## config.mk

```make
export PLATFORM = sky130hd
export DESIGN_NAME = sds_scanner
export DESIGN_NICKNAME = d
export VERILOG_FILES = /design/src/sds_seg_encode.v /design/src/sds_scanner.v
export VERILOG_INCLUDE_DIRS = /design/src /design/src/src
export SDC_FILE = /design/constraint.sdc
export NUM_CORES = 1
export LEC_CHECK = 0
export BUFFER_PORTS_ARGS = -buffer_cell sky130_fd_sc_hd__clkbuf_2
export CORE_ASPECT_RATIO = 1.5
export CORE_MARGIN = 3
export CORE_UTILIZATION = 62
export CTS_BUF_LIST = sky130_fd_sc_hd__clkbuf_2 sky130_fd_sc_hd__clkbuf_4 sky130_fd_sc_hd__clkbuf_8
export CTS_CLUSTER_SIZE = 16
export DETAILED_ROUTE_END_ITERATION = 6
export GPL_TIMING_DRIVEN = 0
export MAX_ROUTING_LAYER = met4
export PLACE_DENSITY = 0.8
export SYNTH_ARGS = -nofsm -noshare
export SYNTH_HDL_FRONTEND = slang
export SYNTH_SLANG_ARGS = --single-unit
```

## constraint.sdc

```tcl
create_clock -name clock_i -period 20.9 [get_ports clock_i]
set_clock_uncertainty 0.05 [all_clocks]
set_input_delay 4.18 -clock clock_i [delete_from_list [all_inputs] [get_ports clock_i]]
set_output_delay 4.18 -clock clock_i [all_outputs]
set_load 0.01 [all_outputs]
```

## src/sds_regs.vh

```
// Constants shared by the sensor display scanner files
`ifndef SDS_REGS_VH
`define SDS_REGS_VH

// ****************************************************************
// Clock and timing
// ****************************************************************
`define SDS_CLK_MHZ          100
`define SDS_BASE_TICK_US     32768
`define SDS_SCAN_US          2048
`define SDS_SAMPLE_US        491520
`define SDS_SAMPLE_TICKS     (`SDS_SAMPLE_US / `SDS_BASE_TICK_US)
`define SDS_BASE_CNT_W       22
`define SDS_SCAN_CNT_W       18
`define SDS_TICK_CNT_W       4
`define SDS_CNT_ONE_BASE     22'h000001
`define SDS_CNT_ONE_SCAN     18'h00001
`define SDS_CNT_ONE_TICK     4'h1

// ****************************************************************
// Converter access
// ****************************************************************
`define SDS_CHANNEL_ZERO     3'h0
`define SDS_CODE_SHIFT       6
`define SDS_CODE_MASK        16'h03ff

// ****************************************************************
// Tenths of kPa: floor((10000*code + 971850) / 9207)
// ****************************************************************
`define SDS_SCALE            14'h2710
`define SDS_OFFSET           24'h0ed44a
`define SDS_DIVISOR          14'h23f7
`define SDS_DIV_STEPS        5'h18
`define SDS_DIV_ONE          5'h01
`define SDS_TEN              11'h00a
`define SDS_HUNDRED          11'h064
`define SDS_THOUSAND         11'h3e8

// ****************************************************************
// Display layout and segment patterns (bit 7 is the decimal point)
// ****************************************************************
`define SDS_LAST_DIGIT       2'h3
`define SDS_FIRST_DIGIT      2'h0
`define SDS_DIGIT_ONE        2'h1
`define SDS_POINT_DIGIT      2'h1
`define SDS_SEG_POINT        8'h80
`define SDS_SEG_BLANK        8'h00
`define SDS_SEG_0            8'h3f
`define SDS_SEG_1            8'h06
`define SDS_SEG_2            8'h5b
`define SDS_SEG_3            8'h4f
`define SDS_SEG_4            8'h66
`define SDS_SEG_5            8'h6d
`define SDS_SEG_6            8'h7d
`define SDS_SEG_7            8'h27
`define SDS_SEG_8            8'h7f
`define SDS_SEG_9            8'h6f

`endif

```

## src/sds_seg_encode.v

```verilog
// Decimal digit to seven-segment pattern encoder
`timescale 1ns/1ns
`include "sds_regs.vh"

module sds_seg_encode (
  input  wire [3:0] digit_i,    // Decimal digit 0..9
  input  wire       point_i,    // Light the decimal point too
  input  wire       blank_i,    // Suppress the digit (leading zero)
  output reg  [7:0] pattern_o   // Active-high segment pattern
);

  reg [7:0] glyph;

  always @* begin
    case (digit_i)
      4'h0: glyph = `SDS_SEG_0; // see RULE9
      4'h1: glyph = `SDS_SEG_1;
      4'h2: glyph = `SDS_SEG_2;
      4'h3: glyph = `SDS_SEG_3;
      4'h4: glyph = `SDS_SEG_4;
      4'h5: glyph = `SDS_SEG_5;
      4'h6: glyph = `SDS_SEG_6;
      4'h7: glyph = `SDS_SEG_7;
      4'h8: glyph = `SDS_SEG_8;
      4'h9: glyph = `SDS_SEG_9;
      default: glyph = `SDS_SEG_BLANK;
    endcase
    if (blank_i) begin
      pattern_o = `SDS_SEG_BLANK;
    end else if (point_i) begin
      pattern_o = glyph | `SDS_SEG_POINT; // see RULE10 see RULE16
    end else begin
      pattern_o = glyph;
    end
  end

endmodule

```

## src/sds_scanner.v

```verilog
// Periodic sensor sampling and four-digit multiplexed display scanner
//
// Operation
// RULE1 - Free-running base tick every 32.768 ms
// RULE2 - Start conversion every 0.49152 s, poll at ticks
// RULE3 - No completion interrupt; poll on tick flag
// RULE4 - Sample only analog channel zero
// RULE5 - One digit lit; advance every 2.048 ms
// RULE6 - Scan from rightmost digit to fourth
// RULE7 - Digit number on two select outputs
// RULE8 - Eight active-high segment outputs
// RULE9 - Fixed patterns for decimal digits zero to nine
// RULE10 - Lowest integer digit ORed with decimal point
// RULE11 - Result becomes four digits of display data
// RULE12 - Sampling clears tick flag, fills display buffer
// RULE13 - Scan clears flag, shows next buffered digit
// RULE14 - Result is left-aligned: shift six, mask
// RULE15 - Display tenths of kPa, fraction dropped
// RULE16 - Decimal point is segment bit seven
// RULE17 - Digit index counts 0..3, zero after reset
`timescale 1ns/1ns
`include "sds_regs.vh"

module sds_scanner #(
  parameter [31:0] BASE_TICK_CYCLES = `SDS_BASE_TICK_US * `SDS_CLK_MHZ, // Cycles per base tick
  parameter [31:0] SCAN_CYCLES      = `SDS_SCAN_US * `SDS_CLK_MHZ       // Cycles per digit slot
) (
  input  wire        clock_i,             // 100 MHz system clock
  input  wire        srst_i,              // Synchronous reset, active high
  input  wire        conv_done_i,         // Converter result ready (level)
  input  wire [15:0] conversion_result_i, // Left-aligned 10-bit result
  output reg         conv_start_o,        // One-cycle conversion start pulse
  output reg  [2:0]  conv_channel_o,      // Analog channel select
  output reg  [10:0] display_value_o,     // Last value shown, tenths of kPa
  output reg         digit_select_bit0_o, // Digit select, low bit
  output reg         digit_select_bit1_o, // Digit select, high bit
  output reg  [7:0]  segment_line_o       // Segments, bit 0 low line .. bit 7 high line
);

  // ****************************************************************
  // Local constants
  // ****************************************************************
  localparam [`SDS_BASE_CNT_W-1:0] BASE_LAST    = BASE_TICK_CYCLES[`SDS_BASE_CNT_W-1:0] - `SDS_CNT_ONE_BASE;
  localparam [`SDS_SCAN_CNT_W-1:0] SCAN_LAST    = SCAN_CYCLES[`SDS_SCAN_CNT_W-1:0] - `SDS_CNT_ONE_SCAN;
  localparam [31:0]                SAMPLE_TICKS = `SDS_SAMPLE_TICKS;
  localparam [`SDS_TICK_CNT_W-1:0] TICK_LAST    = SAMPLE_TICKS[`SDS_TICK_CNT_W-1:0] - `SDS_CNT_ONE_TICK;

  // One-hot sequencer states
  localparam [3:0] ST_IDLE  = 4'h1;
  localparam [3:0] ST_CONV  = 4'h2;
  localparam [3:0] ST_DIV   = 4'h4;
  localparam [3:0] ST_STORE = 4'h8;

  // ****************************************************************
  // Helper functions
  // ****************************************************************
  // Decimal digit of a value at a given place (0 = tenths)
  function [3:0] digit_of;
    input [10:0] value;
    input [1:0]  place;
    reg   [10:0] part;
    begin
      part = 11'h000;
      case (place)
        2'h0:    part = value % `SDS_TEN;
        2'h1:    part = (value / `SDS_TEN) % `SDS_TEN;
        2'h2:    part = (value / `SDS_HUNDRED) % `SDS_TEN;
        default: part = value / `SDS_THOUSAND;
      endcase
      digit_of = part[3:0];
    end
  endfunction

  // Leading zeros above the units place stay dark
  function blank_of;
    input [10:0] value;
    input [1:0]  place;
    begin
      case (place)
        2'h2:    blank_of = (value < `SDS_HUNDRED);
        2'h3:    blank_of = (value < `SDS_THOUSAND);
        default: blank_of = 1'b0;
      endcase
    end
  endfunction

  // Ten-bit code from the left-aligned converter word
  function [9:0] code_of;
    input [15:0] word;
    reg   [15:0] shifted;
    begin
      shifted = (word >> `SDS_CODE_SHIFT) & `SDS_CODE_MASK; // see RULE14
      code_of = shifted[9:0];
    end
  endfunction

  // Dividend of the tenths-of-kPa quotient; widened so no product bit is lost
  function [23:0] dividend_of;
    input [9:0] value;
    begin
      dividend_of = {14'h0000, value} * {10'h000, `SDS_SCALE} + `SDS_OFFSET; // see RULE15
    end
  endfunction

  // Two-bit digit index, wrapping from the fourth digit back to the first
  function [1:0] next_index;
    input [1:0] index;
    begin
      next_index = index + `SDS_DIGIT_ONE; // see RULE17
    end
  endfunction

  // ****************************************************************
  // State
  // ****************************************************************
  reg [`SDS_BASE_CNT_W-1:0] base_cnt;
  reg                       tick_flag;
  reg [`SDS_TICK_CNT_W-1:0] tick_cnt;
  reg [`SDS_SCAN_CNT_W-1:0] scan_cnt;
  reg                       scan_flag;
  reg [1:0]                 digit_idx;
  reg [3:0]                 state;
  reg [23:0]                dividend;
  reg [14:0]                remainder;
  reg [23:0]                quotient;
  reg [4:0]                 div_left;
  reg [1:0]                 store_idx;
  reg [7:0]                 disp_buf [0:3];

  // ****************************************************************
  // Timer decode and divider datapath
  // ****************************************************************
  wire                      base_ovf = (base_cnt == BASE_LAST);
  wire                      scan_ovf = (scan_cnt == SCAN_LAST);
  wire                      sample_due = tick_flag && (tick_cnt == TICK_LAST);
  wire [9:0]                code = code_of(conversion_result_i);
  wire                      poll_take = tick_flag && conv_done_i;
  wire [14:0]               trial = {remainder[13:0], dividend[23]};
  wire                      fits = (trial >= {1'b0, `SDS_DIVISOR});
  wire [14:0]               trial_sub = trial - {1'b0, `SDS_DIVISOR};
  wire [10:0]               result_value = quotient[10:0];
  wire [1:0]                next_digit = next_index(digit_idx);
  wire [7:0]                store_pattern;
  reg                       tick_service;
  reg                       scan_service;

  // ****************************************************************
  // Base tick timer
  // ****************************************************************
  always @(posedge clock_i) begin
    if (srst_i) begin
      base_cnt <= {`SDS_BASE_CNT_W{1'b0}};
      tick_flag <= 1'b0;
    end else begin
      // Free-running: only reset restarts the pacing count
      if (base_ovf) begin
        base_cnt <= {`SDS_BASE_CNT_W{1'b0}}; // see RULE1
      end else begin
        base_cnt <= base_cnt + `SDS_CNT_ONE_BASE;
      end
      // Set wins: a new overflow in the service cycle is kept, not lost
      if (base_ovf) begin
        tick_flag <= 1'b1; // see RULE3
      end else if (tick_service) begin
        tick_flag <= 1'b0; // see RULE12
      end
    end
  end

  always @* begin
    tick_service = tick_flag;
  end

  // ****************************************************************
  // Sampling sequencer
  // ****************************************************************
  always @(posedge clock_i) begin
    if (srst_i) begin
      tick_cnt <= {`SDS_TICK_CNT_W{1'b0}};
      state <= ST_IDLE;
      conv_start_o <= 1'b0;
      conv_channel_o <= `SDS_CHANNEL_ZERO;
      dividend <= 24'h000000;
      remainder <= 15'h0000;
      quotient <= 24'h000000;
      div_left <= 5'h00;
      store_idx <= `SDS_FIRST_DIGIT;
      display_value_o <= 11'h000;
    end else begin
      conv_start_o <= 1'b0;
      conv_channel_o <= `SDS_CHANNEL_ZERO; // see RULE4
      if (tick_flag) begin
        if (tick_cnt == TICK_LAST) begin
          tick_cnt <= {`SDS_TICK_CNT_W{1'b0}};
        end else begin
          tick_cnt <= tick_cnt + `SDS_CNT_ONE_TICK; // see RULE2
        end
      end
      case (state)
        ST_IDLE: begin
          // A start that comes due while busy is skipped, not queued
          if (sample_due) begin
            conv_start_o <= 1'b1; // see RULE2
            state <= ST_CONV;
          end
        end
        ST_CONV: begin
          // Completion is looked at only on tick instants
          if (poll_take) begin // see RULE3
            dividend <= dividend_of(code); // see RULE14 see RULE15
            remainder <= 15'h0000;
            quotient <= 24'h000000;
            div_left <= `SDS_DIV_STEPS;
            state <= ST_DIV;
          end
        end
        ST_DIV: begin
          // Restoring division keeps the datapath to one subtractor
          dividend <= {dividend[22:0], 1'b0};
          remainder <= fits ? trial_sub : trial; // see RULE15
          quotient <= {quotient[22:0], fits};
          div_left <= div_left - `SDS_DIV_ONE;
          if (div_left == `SDS_DIV_ONE) begin
            store_idx <= `SDS_FIRST_DIGIT;
            state <= ST_STORE;
          end
        end
        ST_STORE: begin
          // Value and the last pattern land in the same cycle
          if (store_idx == `SDS_LAST_DIGIT) begin
            display_value_o <= result_value;
            state <= ST_IDLE;
          end
          store_idx <= next_index(store_idx);
        end
        default: begin
          state <= ST_IDLE;
        end
      endcase
    end
  end

  // ****************************************************************
  // Display buffer fill, one digit per cycle
  // ****************************************************************
  sds_seg_encode u_encode (
    .digit_i   (digit_of(result_value, store_idx)),           // see RULE11
    .point_i   (store_idx == `SDS_POINT_DIGIT),               // see RULE10
    .blank_i   (blank_of(result_value, store_idx)),
    .pattern_o (store_pattern)
  );

  always @(posedge clock_i) begin
    if (srst_i) begin
      disp_buf[0] <= `SDS_SEG_BLANK;
      disp_buf[1] <= `SDS_SEG_BLANK;
      disp_buf[2] <= `SDS_SEG_BLANK;
      disp_buf[3] <= `SDS_SEG_BLANK;
    end else if (state == ST_STORE) begin
      disp_buf[store_idx] <= store_pattern; // see RULE12
    end
  end

  // ****************************************************************
  // Digit scanner
  // ****************************************************************
  always @* begin
    scan_service = scan_flag;
  end

  always @(posedge clock_i) begin
    if (srst_i) begin
      scan_cnt <= {`SDS_SCAN_CNT_W{1'b0}};
      scan_flag <= 1'b0;
      digit_idx <= `SDS_FIRST_DIGIT; // see RULE17
      digit_select_bit0_o <= 1'b0;
      digit_select_bit1_o <= 1'b0;
      segment_line_o <= `SDS_SEG_BLANK;
    end else begin
      if (scan_ovf) begin
        scan_cnt <= {`SDS_SCAN_CNT_W{1'b0}}; // see RULE5
      end else begin
        scan_cnt <= scan_cnt + `SDS_CNT_ONE_SCAN;
      end
      // Set wins here too, so no digit slot is ever dropped
      if (scan_ovf) begin
        scan_flag <= 1'b1;
      end else if (scan_service) begin
        scan_flag <= 1'b0; // see RULE13
      end
      if (scan_service) begin
        // Two-bit index wraps from the fourth digit back to the first
        digit_idx <= next_digit; // see RULE6 see RULE17
        digit_select_bit0_o <= next_digit[0]; // see RULE7
        digit_select_bit1_o <= next_digit[1];
        segment_line_o <= disp_buf[next_digit]; // see RULE8 see RULE13
      end else begin
        // Mid-slot buffer refreshes show after one cycle
        segment_line_o <= disp_buf[digit_idx]; // see RULE5
      end
    end
  end

endmodule

```

======== Word level (Yosys, flattened, before mapping) ========
Memory sizes are Yosys's and may differ from the RTL's. A register that Yosys moved wholly into a read port is not among the register bits.
Index checks and enable logic that the tools add are counted.
storage, ports and cells
  bits in read-only memories .............. 112
  logic and storage cells ................. 101
  RAM bits ................................ 32
  latch bits .............................. 0
  memories ................................ 2
  bits in registers ....................... 130
memories
  name             depth  bits a word  read ports  clocked after memory_dff  write ports  RTL line             RTL
  (no name shown)  16     7            1           0                         0            sds_seg_encode.v:15  case (digit_i)
  disp_buf         4      8            2           1                         4            sds_scanner.v:128    reg [7:0] disp_buf [0:3];
cells by class
  mux-type cells .......................... 35
  multiply operators ...................... 1
  magnitude comparators ................... 3
  reduce and logical (&&, ||, !) cells .... 13
  $add $sub $neg .......................... 8
  bitwise gates (word level) .............. 1
  shifts and indexed selects .............. 0
  equal/unequal tests ..................... 15
  divide/modulo/power cells ............... 6
operators with widths
  operator                                                              count
  case mux 24 bit (2 select lines)                                      1
  modulo 11 x 4 -> 11 bit (second input constant)                       3
  2-to-1 mux 8 bit                                                      4
  2-to-1 mux 14 bit                                                     2
  case mux 14 bit (2 select lines)                                      1
  adder 24 x 20 -> 24 bit (second input constant)                       1
  2-to-1 mux 24 bit                                                     1
  adder 22 x 1 -> 22 bit (second input constant)                        1
  equality test 22 bit (second input constant)                          1
  case mux 11 bit (2 select lines)                                      1
  multiplier 10 x 10 -> 20 bit (second input constant)                  1
  2-to-1 mux 4 bit                                                      5
  adder 18 x 1 -> 18 bit (second input constant)                        1
  equality test 18 bit (second input constant)                          1
  case mux 4 bit (4 select lines)                                       1
  greater-or-equal comparator 15 x 14 -> 1 bit (second input constant)  1
  subtractor 14 bit (second input constant)                             1
  case mux 4 bit (3 select lines)                                       1
  divider 11 x 10 -> 11 bit (second input constant)                     1
  divider 11 x 4 -> 11 bit (second input constant)                      1
  divider 11 x 7 -> 11 bit (second input constant)                      1
  < comparator 11 x 10 -> 1 bit (second input constant)                 1
  < comparator 11 x 7 -> 1 bit (second input constant)                  1
  2-to-1 mux 11 bit                                                     1
  25 further kinds                                                      48

======== Depth between registers and ports, before layout ========
An unclocked memory read counts as a cell.
  word-level depth ........................ 7
  gate-level depth with buffers ........... 90

======== By module ========
From an unflattened synthesis, not the netlist that was laid out.
second synthesis, totals
  cell total of the unflattened synthesis .. 1410
  area total of the unflattened synthesis .. 11902.7 um^2
by module, submodules not included
  module          cells each  area an instance (um^2)  times used  seq. area each (um^2)
  sds_scanner     1377        11690.0                  1           3543.4
  sds_seg_encode  33          212.7                    1           0.0

======== Least setup slack after synthesis ========
Ideal clock, no wire load.
  path type ............................... reg-to-reg
  start point ............................. register store_idx[0]
  end point ............................... memory disp_buf[1][1] (data pin)
  required time ........................... 20.588 ns
  setup slack ............................. 4.481 ns
  cell stages (with the launch flop) ...... 85
  path buffers ............................ 4
  data arrival time ....................... 16.106 ns
  cell sequence ........................... dfxtp_1 > clkbuf_1 > inv_1 > ha_1 > ha_1 > nand2b_1 > nor4_1 > nand3_1 > and2_1 > ha_1 > and3b_1 > nand4_1 > nand3_1 > mux2_2 > ha_1 > and2_1 > nor2_1 > o21a_1 > [... 49 more ...] > o21ai_0 > nand2b_1 > a21oi_1 > inv_1 > o211a_1 > o211ai_1 > a2bb2oi_1 > o21ai_0 > xnor2_1 > ha_1 > o31a_1 > o21a_1 > nor3_1 > inv_1 > ha_1 > nor2b_1 > o21ai_1 > nor2_1
RTL lines
  element                 RTL line           RTL
  start, declared         sds_scanner.v:127  reg [1:0] store_idx;
  start signal, assigned  sds_scanner.v:187  store_idx <= `SDS_FIRST_DIGIT;
  start signal, assigned  sds_scanner.v:224  store_idx <= `SDS_FIRST_DIGIT;
  start signal, assigned  sds_scanner.v:234  store_idx <= next_index(store_idx);
  end, declared           sds_scanner.v:128

==> key figures <==
Final layout
  – Fin nets: roughly 1600
  – Ant. Diodes: 0
  – Final Util: 68.44%
  – Final Non-Filler Cells: about 1700
  – Ratio of cells with drive above 1 in the final layout: 9.495%
  – Layout area overhead: 7.393%
  – Finished Cell Area: around 13000 µm²

Yosys
  – Syn avg cell area: between 8 and 9 µm²
  – Number of synthesized flops with an enable pin: 32
  – Yosys top cell area share: approximately 22%
  – Netlist cell types: slightly below 90
  – Ys Warns: 0
  – Top FF cell, synth: dfxtp_1
  – Largest cells by area after synthesis: dfxtp_1 (22%), ha_1 (11%), edfxtp_1 (8.0%)
  – Seq cells post-synth: roughly 160
  – Sequential area share after synthesis: 29.61%
  – Syn Std Cell Area: 11970 µm²
  – Syn Inst Count: 1417
  – Async set or reset register ratio after synthesis: 0%
  – Area leader, netlist: dfxtp_1

CTS
  – CTS HTree Levels: 4
  – Clock Path Buffers: 2
  – Cts bufs inserted: 17
  – Clock transition at path regs: 90 ps
  – Hold-fix buffers, CTS: 0
  – Clock sinks: 161
  – Root buf cell: clkbuf_8
  – Setup Buffers After CTS: 0
  – Post-cts gate resize count: 0
  – Worst skew pair latency: between 400 and 500 ps
  – CTS tree: done

Global route
  – Total gr overflow: 0
  – Total GRT Usage: between 20% and 30%
  – Vias in the first global route: approximately 11000
  – First-pass GRT wire length: 47870 µm
  – Largest net degree at the start of global routing: 23
  – Antenna violations before repair: 0

Critical path
  – CP arrival: about 19000 ps
  – Critical Path End Type: flip-flop
  – Reg2Reg Setup Slack: approximately 1700 ps
  – Worst setup path endpoint: disp_buf[2][1]
  – Worst r2r dst: disp_buf[2][1]
  – WP data required: approximately 21000 ps
  – Most Frequent Cell on Critical Path: ha_1
  – Slowest-stage cell, CP: ha_2
  – Reg-to-Reg Start: store_idx[0]
  – Worst-case reg-to-reg path depth: 81
  – WS Path Type: flip-flop to flip-flop
  – Worst-path maximum fanout: 22
  – CP Launch Point: store_idx[0]
  – CP peak stage delay: around 530 ps
  – Setup crit start kind: flip-flop

Min path
  – Min-delay worst type: flip-flop to flip-flop

Pwr
  – Total power: 0.7894 mW
  – Leakage: between 5 and 6 nW
  – PwrDens: about 61 nW/µm²
  – Worst vdd ir: roughly 0.000080 V

STA
  – Final WS setup: ~1700 ps
  – Max-slew headroom: roughly a third
  – Final period utilization: just over 90%
  – Final critical-path required period: 19250 ps
  – RSZ-0062 raised after global routing: no
  – Setup TNS: 0 ps
  – Hold Vio Cnt, Final: 0
  – Fmax: about 52 MHz
  – Final setup violating endpoints: 0
  – Hold Slack: 411.1 ps
  – Final Max Slew Viols: 0
  – Worst-Margin Slew: 976.2 ps

Die
  – Die ar.: between 20000 and 25000 µm²
  – Chip height: 176.1 µm
  – Core region area: 18780 µm²
  – Starting Density: 63.73%
  – I/O Pins: 44
  – Std cell rows: approximately 60
  – Die X: about 120 µm

Detailed routing
  – Antenna Violating Nets Remaining: 0
  – Drt initial violations: roughly 660
  – Routed WL per cell: roughly 16 µm
  – Pre-antenna DRT Iters: 5
  – Routed vias: 10600
  – Via density: a little over 6
  – # DRC: 0
  – WL final: 28230 µm

Placement
  – Routability Congestion: between 0.9 and 1
  – Worst slack at placement: about 1600 ps
  – Port Buffers: 34
  – DP Cell Count: 1705
  – Post-placement cell area: around 12000 µm²
  – Hpwl dp: 21630 µm

Status
  – Outcome: complete, no violations

Flow run
  – Max-cap viol count: 0
[synth_stat cells, drive strengths merged, types with 5 or more instances]
cell type	instances
nor3	46
o31ai	9
nor2	179
nor4	14
or2	14
o21a	18
a211oi	7
fa	17
nand2	117
and3	16
or3	11
o31a	6
and4	5
buf	14
xor2	47
nor4b	6
nand4	20
dfxtp	129
o211ai	7
nor2b	11
inv	85
mux2	9
a31oi	14
a22oi	21
mux4	16
o21ai	41
o21bai	12
nand2b	20
a21oi	103
mux2i	20
clkbuf	53
ha	107
a221oi	10
nand3	61
and2	13
xnor2	44
edfxtp	32
[per-layer routing]
layer	GRT usage, %	vias to the layer above	routed length [µm]
met3	3.590	63	1133
li1	-	5186	-
met1	31.17	5072	11130
met4	10.75	0	705
met2	51.43	282	15260
met5	-	-	0
[report_power, final]
part | leakage (nW) | switching (mW) | internal, mW
logic | 3.66 | 0.145 | 0.0963
registers | 1.35 | 0.00321 | 0.321
clock network | 0.191 | 0.124 | 0.0996
[cell usage in the layout (no fill, tap or decap), types with 11 or more instances in the layout]
cell type,count
o21ai_0,33
o21bai_1,12
clkbuf_2,35
xnor2_1,44
clkbuf_1,52
clkbuf_8,17
ha_1,106
inv_1,85
nand2_1,116
dfxtp_1,129
nor2_1,179
mux4_2,16
nor4_1,11
nor3_1,45
mux2i_1,20
edfxtp_1,32
nand2b_1,20
nand3_1,61
xor2_1,47
a22oi_1,21
and2_1,13
a21oi_1,103
nor2b_1,11
o21a_1,18
fa_1,17
and3_1,16
or2_2,13
nand4_1,20
a31oi_1,11
[flip-flops by register name, indices dropped and copies added, names as in the netlist, named ones only]
name / cells
base_cnt: 22
conv_start_o: 1
digit_idx: 1
digit_select_bit1_o: 1
disp_buf: 32
display_value_o: 11
div_left: 5
dividend: 23
quotient: 11
remainder: 14
scan_cnt: 18
scan_flag: 1
segment_line_o: 8
state: 4
store_idx: 2
tick_cnt: 4
tick_flag: 1
[cell families (layout without fill, tap and decap cells)]
family / count (synthesis) / count (layout) / synth area share [%]
adders and majority gates: 124 / 124 / 14.03
other: 1 / 3 / 0.03134
and+or+nand+nor: 548 / 548 / 22.33
buffers and inverters: 152 / 218 / 4.978
DFF: 161 / 161 / 29.61
AOI/OAI and AO/OA: 295 / 295 / 16.83
muxes: 45 / 45 / 5.532
xor gates and xnor gates: 91 / 91 / 6.661
[worst min path at each step]
stage                            from     endpoint  slack [ps]  depth (start not counted)
final                     dividend[7]  dividend[7]         410                          2
after detailed placement  dividend[7]  dividend[7]         400                          2
after global routing      dividend[4]  dividend[4]         430                          2
after floorplan           dividend[1]  dividend[2]         380                          2
after global placement    dividend[5]  dividend[5]         390                          2
after CTS                 dividend[7]  dividend[7]         410                          2
[worst max-delay path: cells and delay by family (launching register included)]
family	cells	cell delay, ps
adders and majority gates	11	3720
muxes	5	1500
buffers and inverters	9	1970
AOI/OAI and AO/OA	28	5810
and+or+nand+nor	27	5490
xor gates and xnor gates	1	100
DFF	1	340
[layout make-up]
class                   count  area [µm²]
well taps                 252       315.3
inverters                  85       319.1
repair buffers             34       170.2
flip-flops and latches    161        3543
clock buffers              18       241.5
multi-input cells        1106        7836
plain buffers              67       276.5
clock inverters            14       147.6
fillers                  1563        5926
Note: power is estimated with default switching activity, not from simulation.
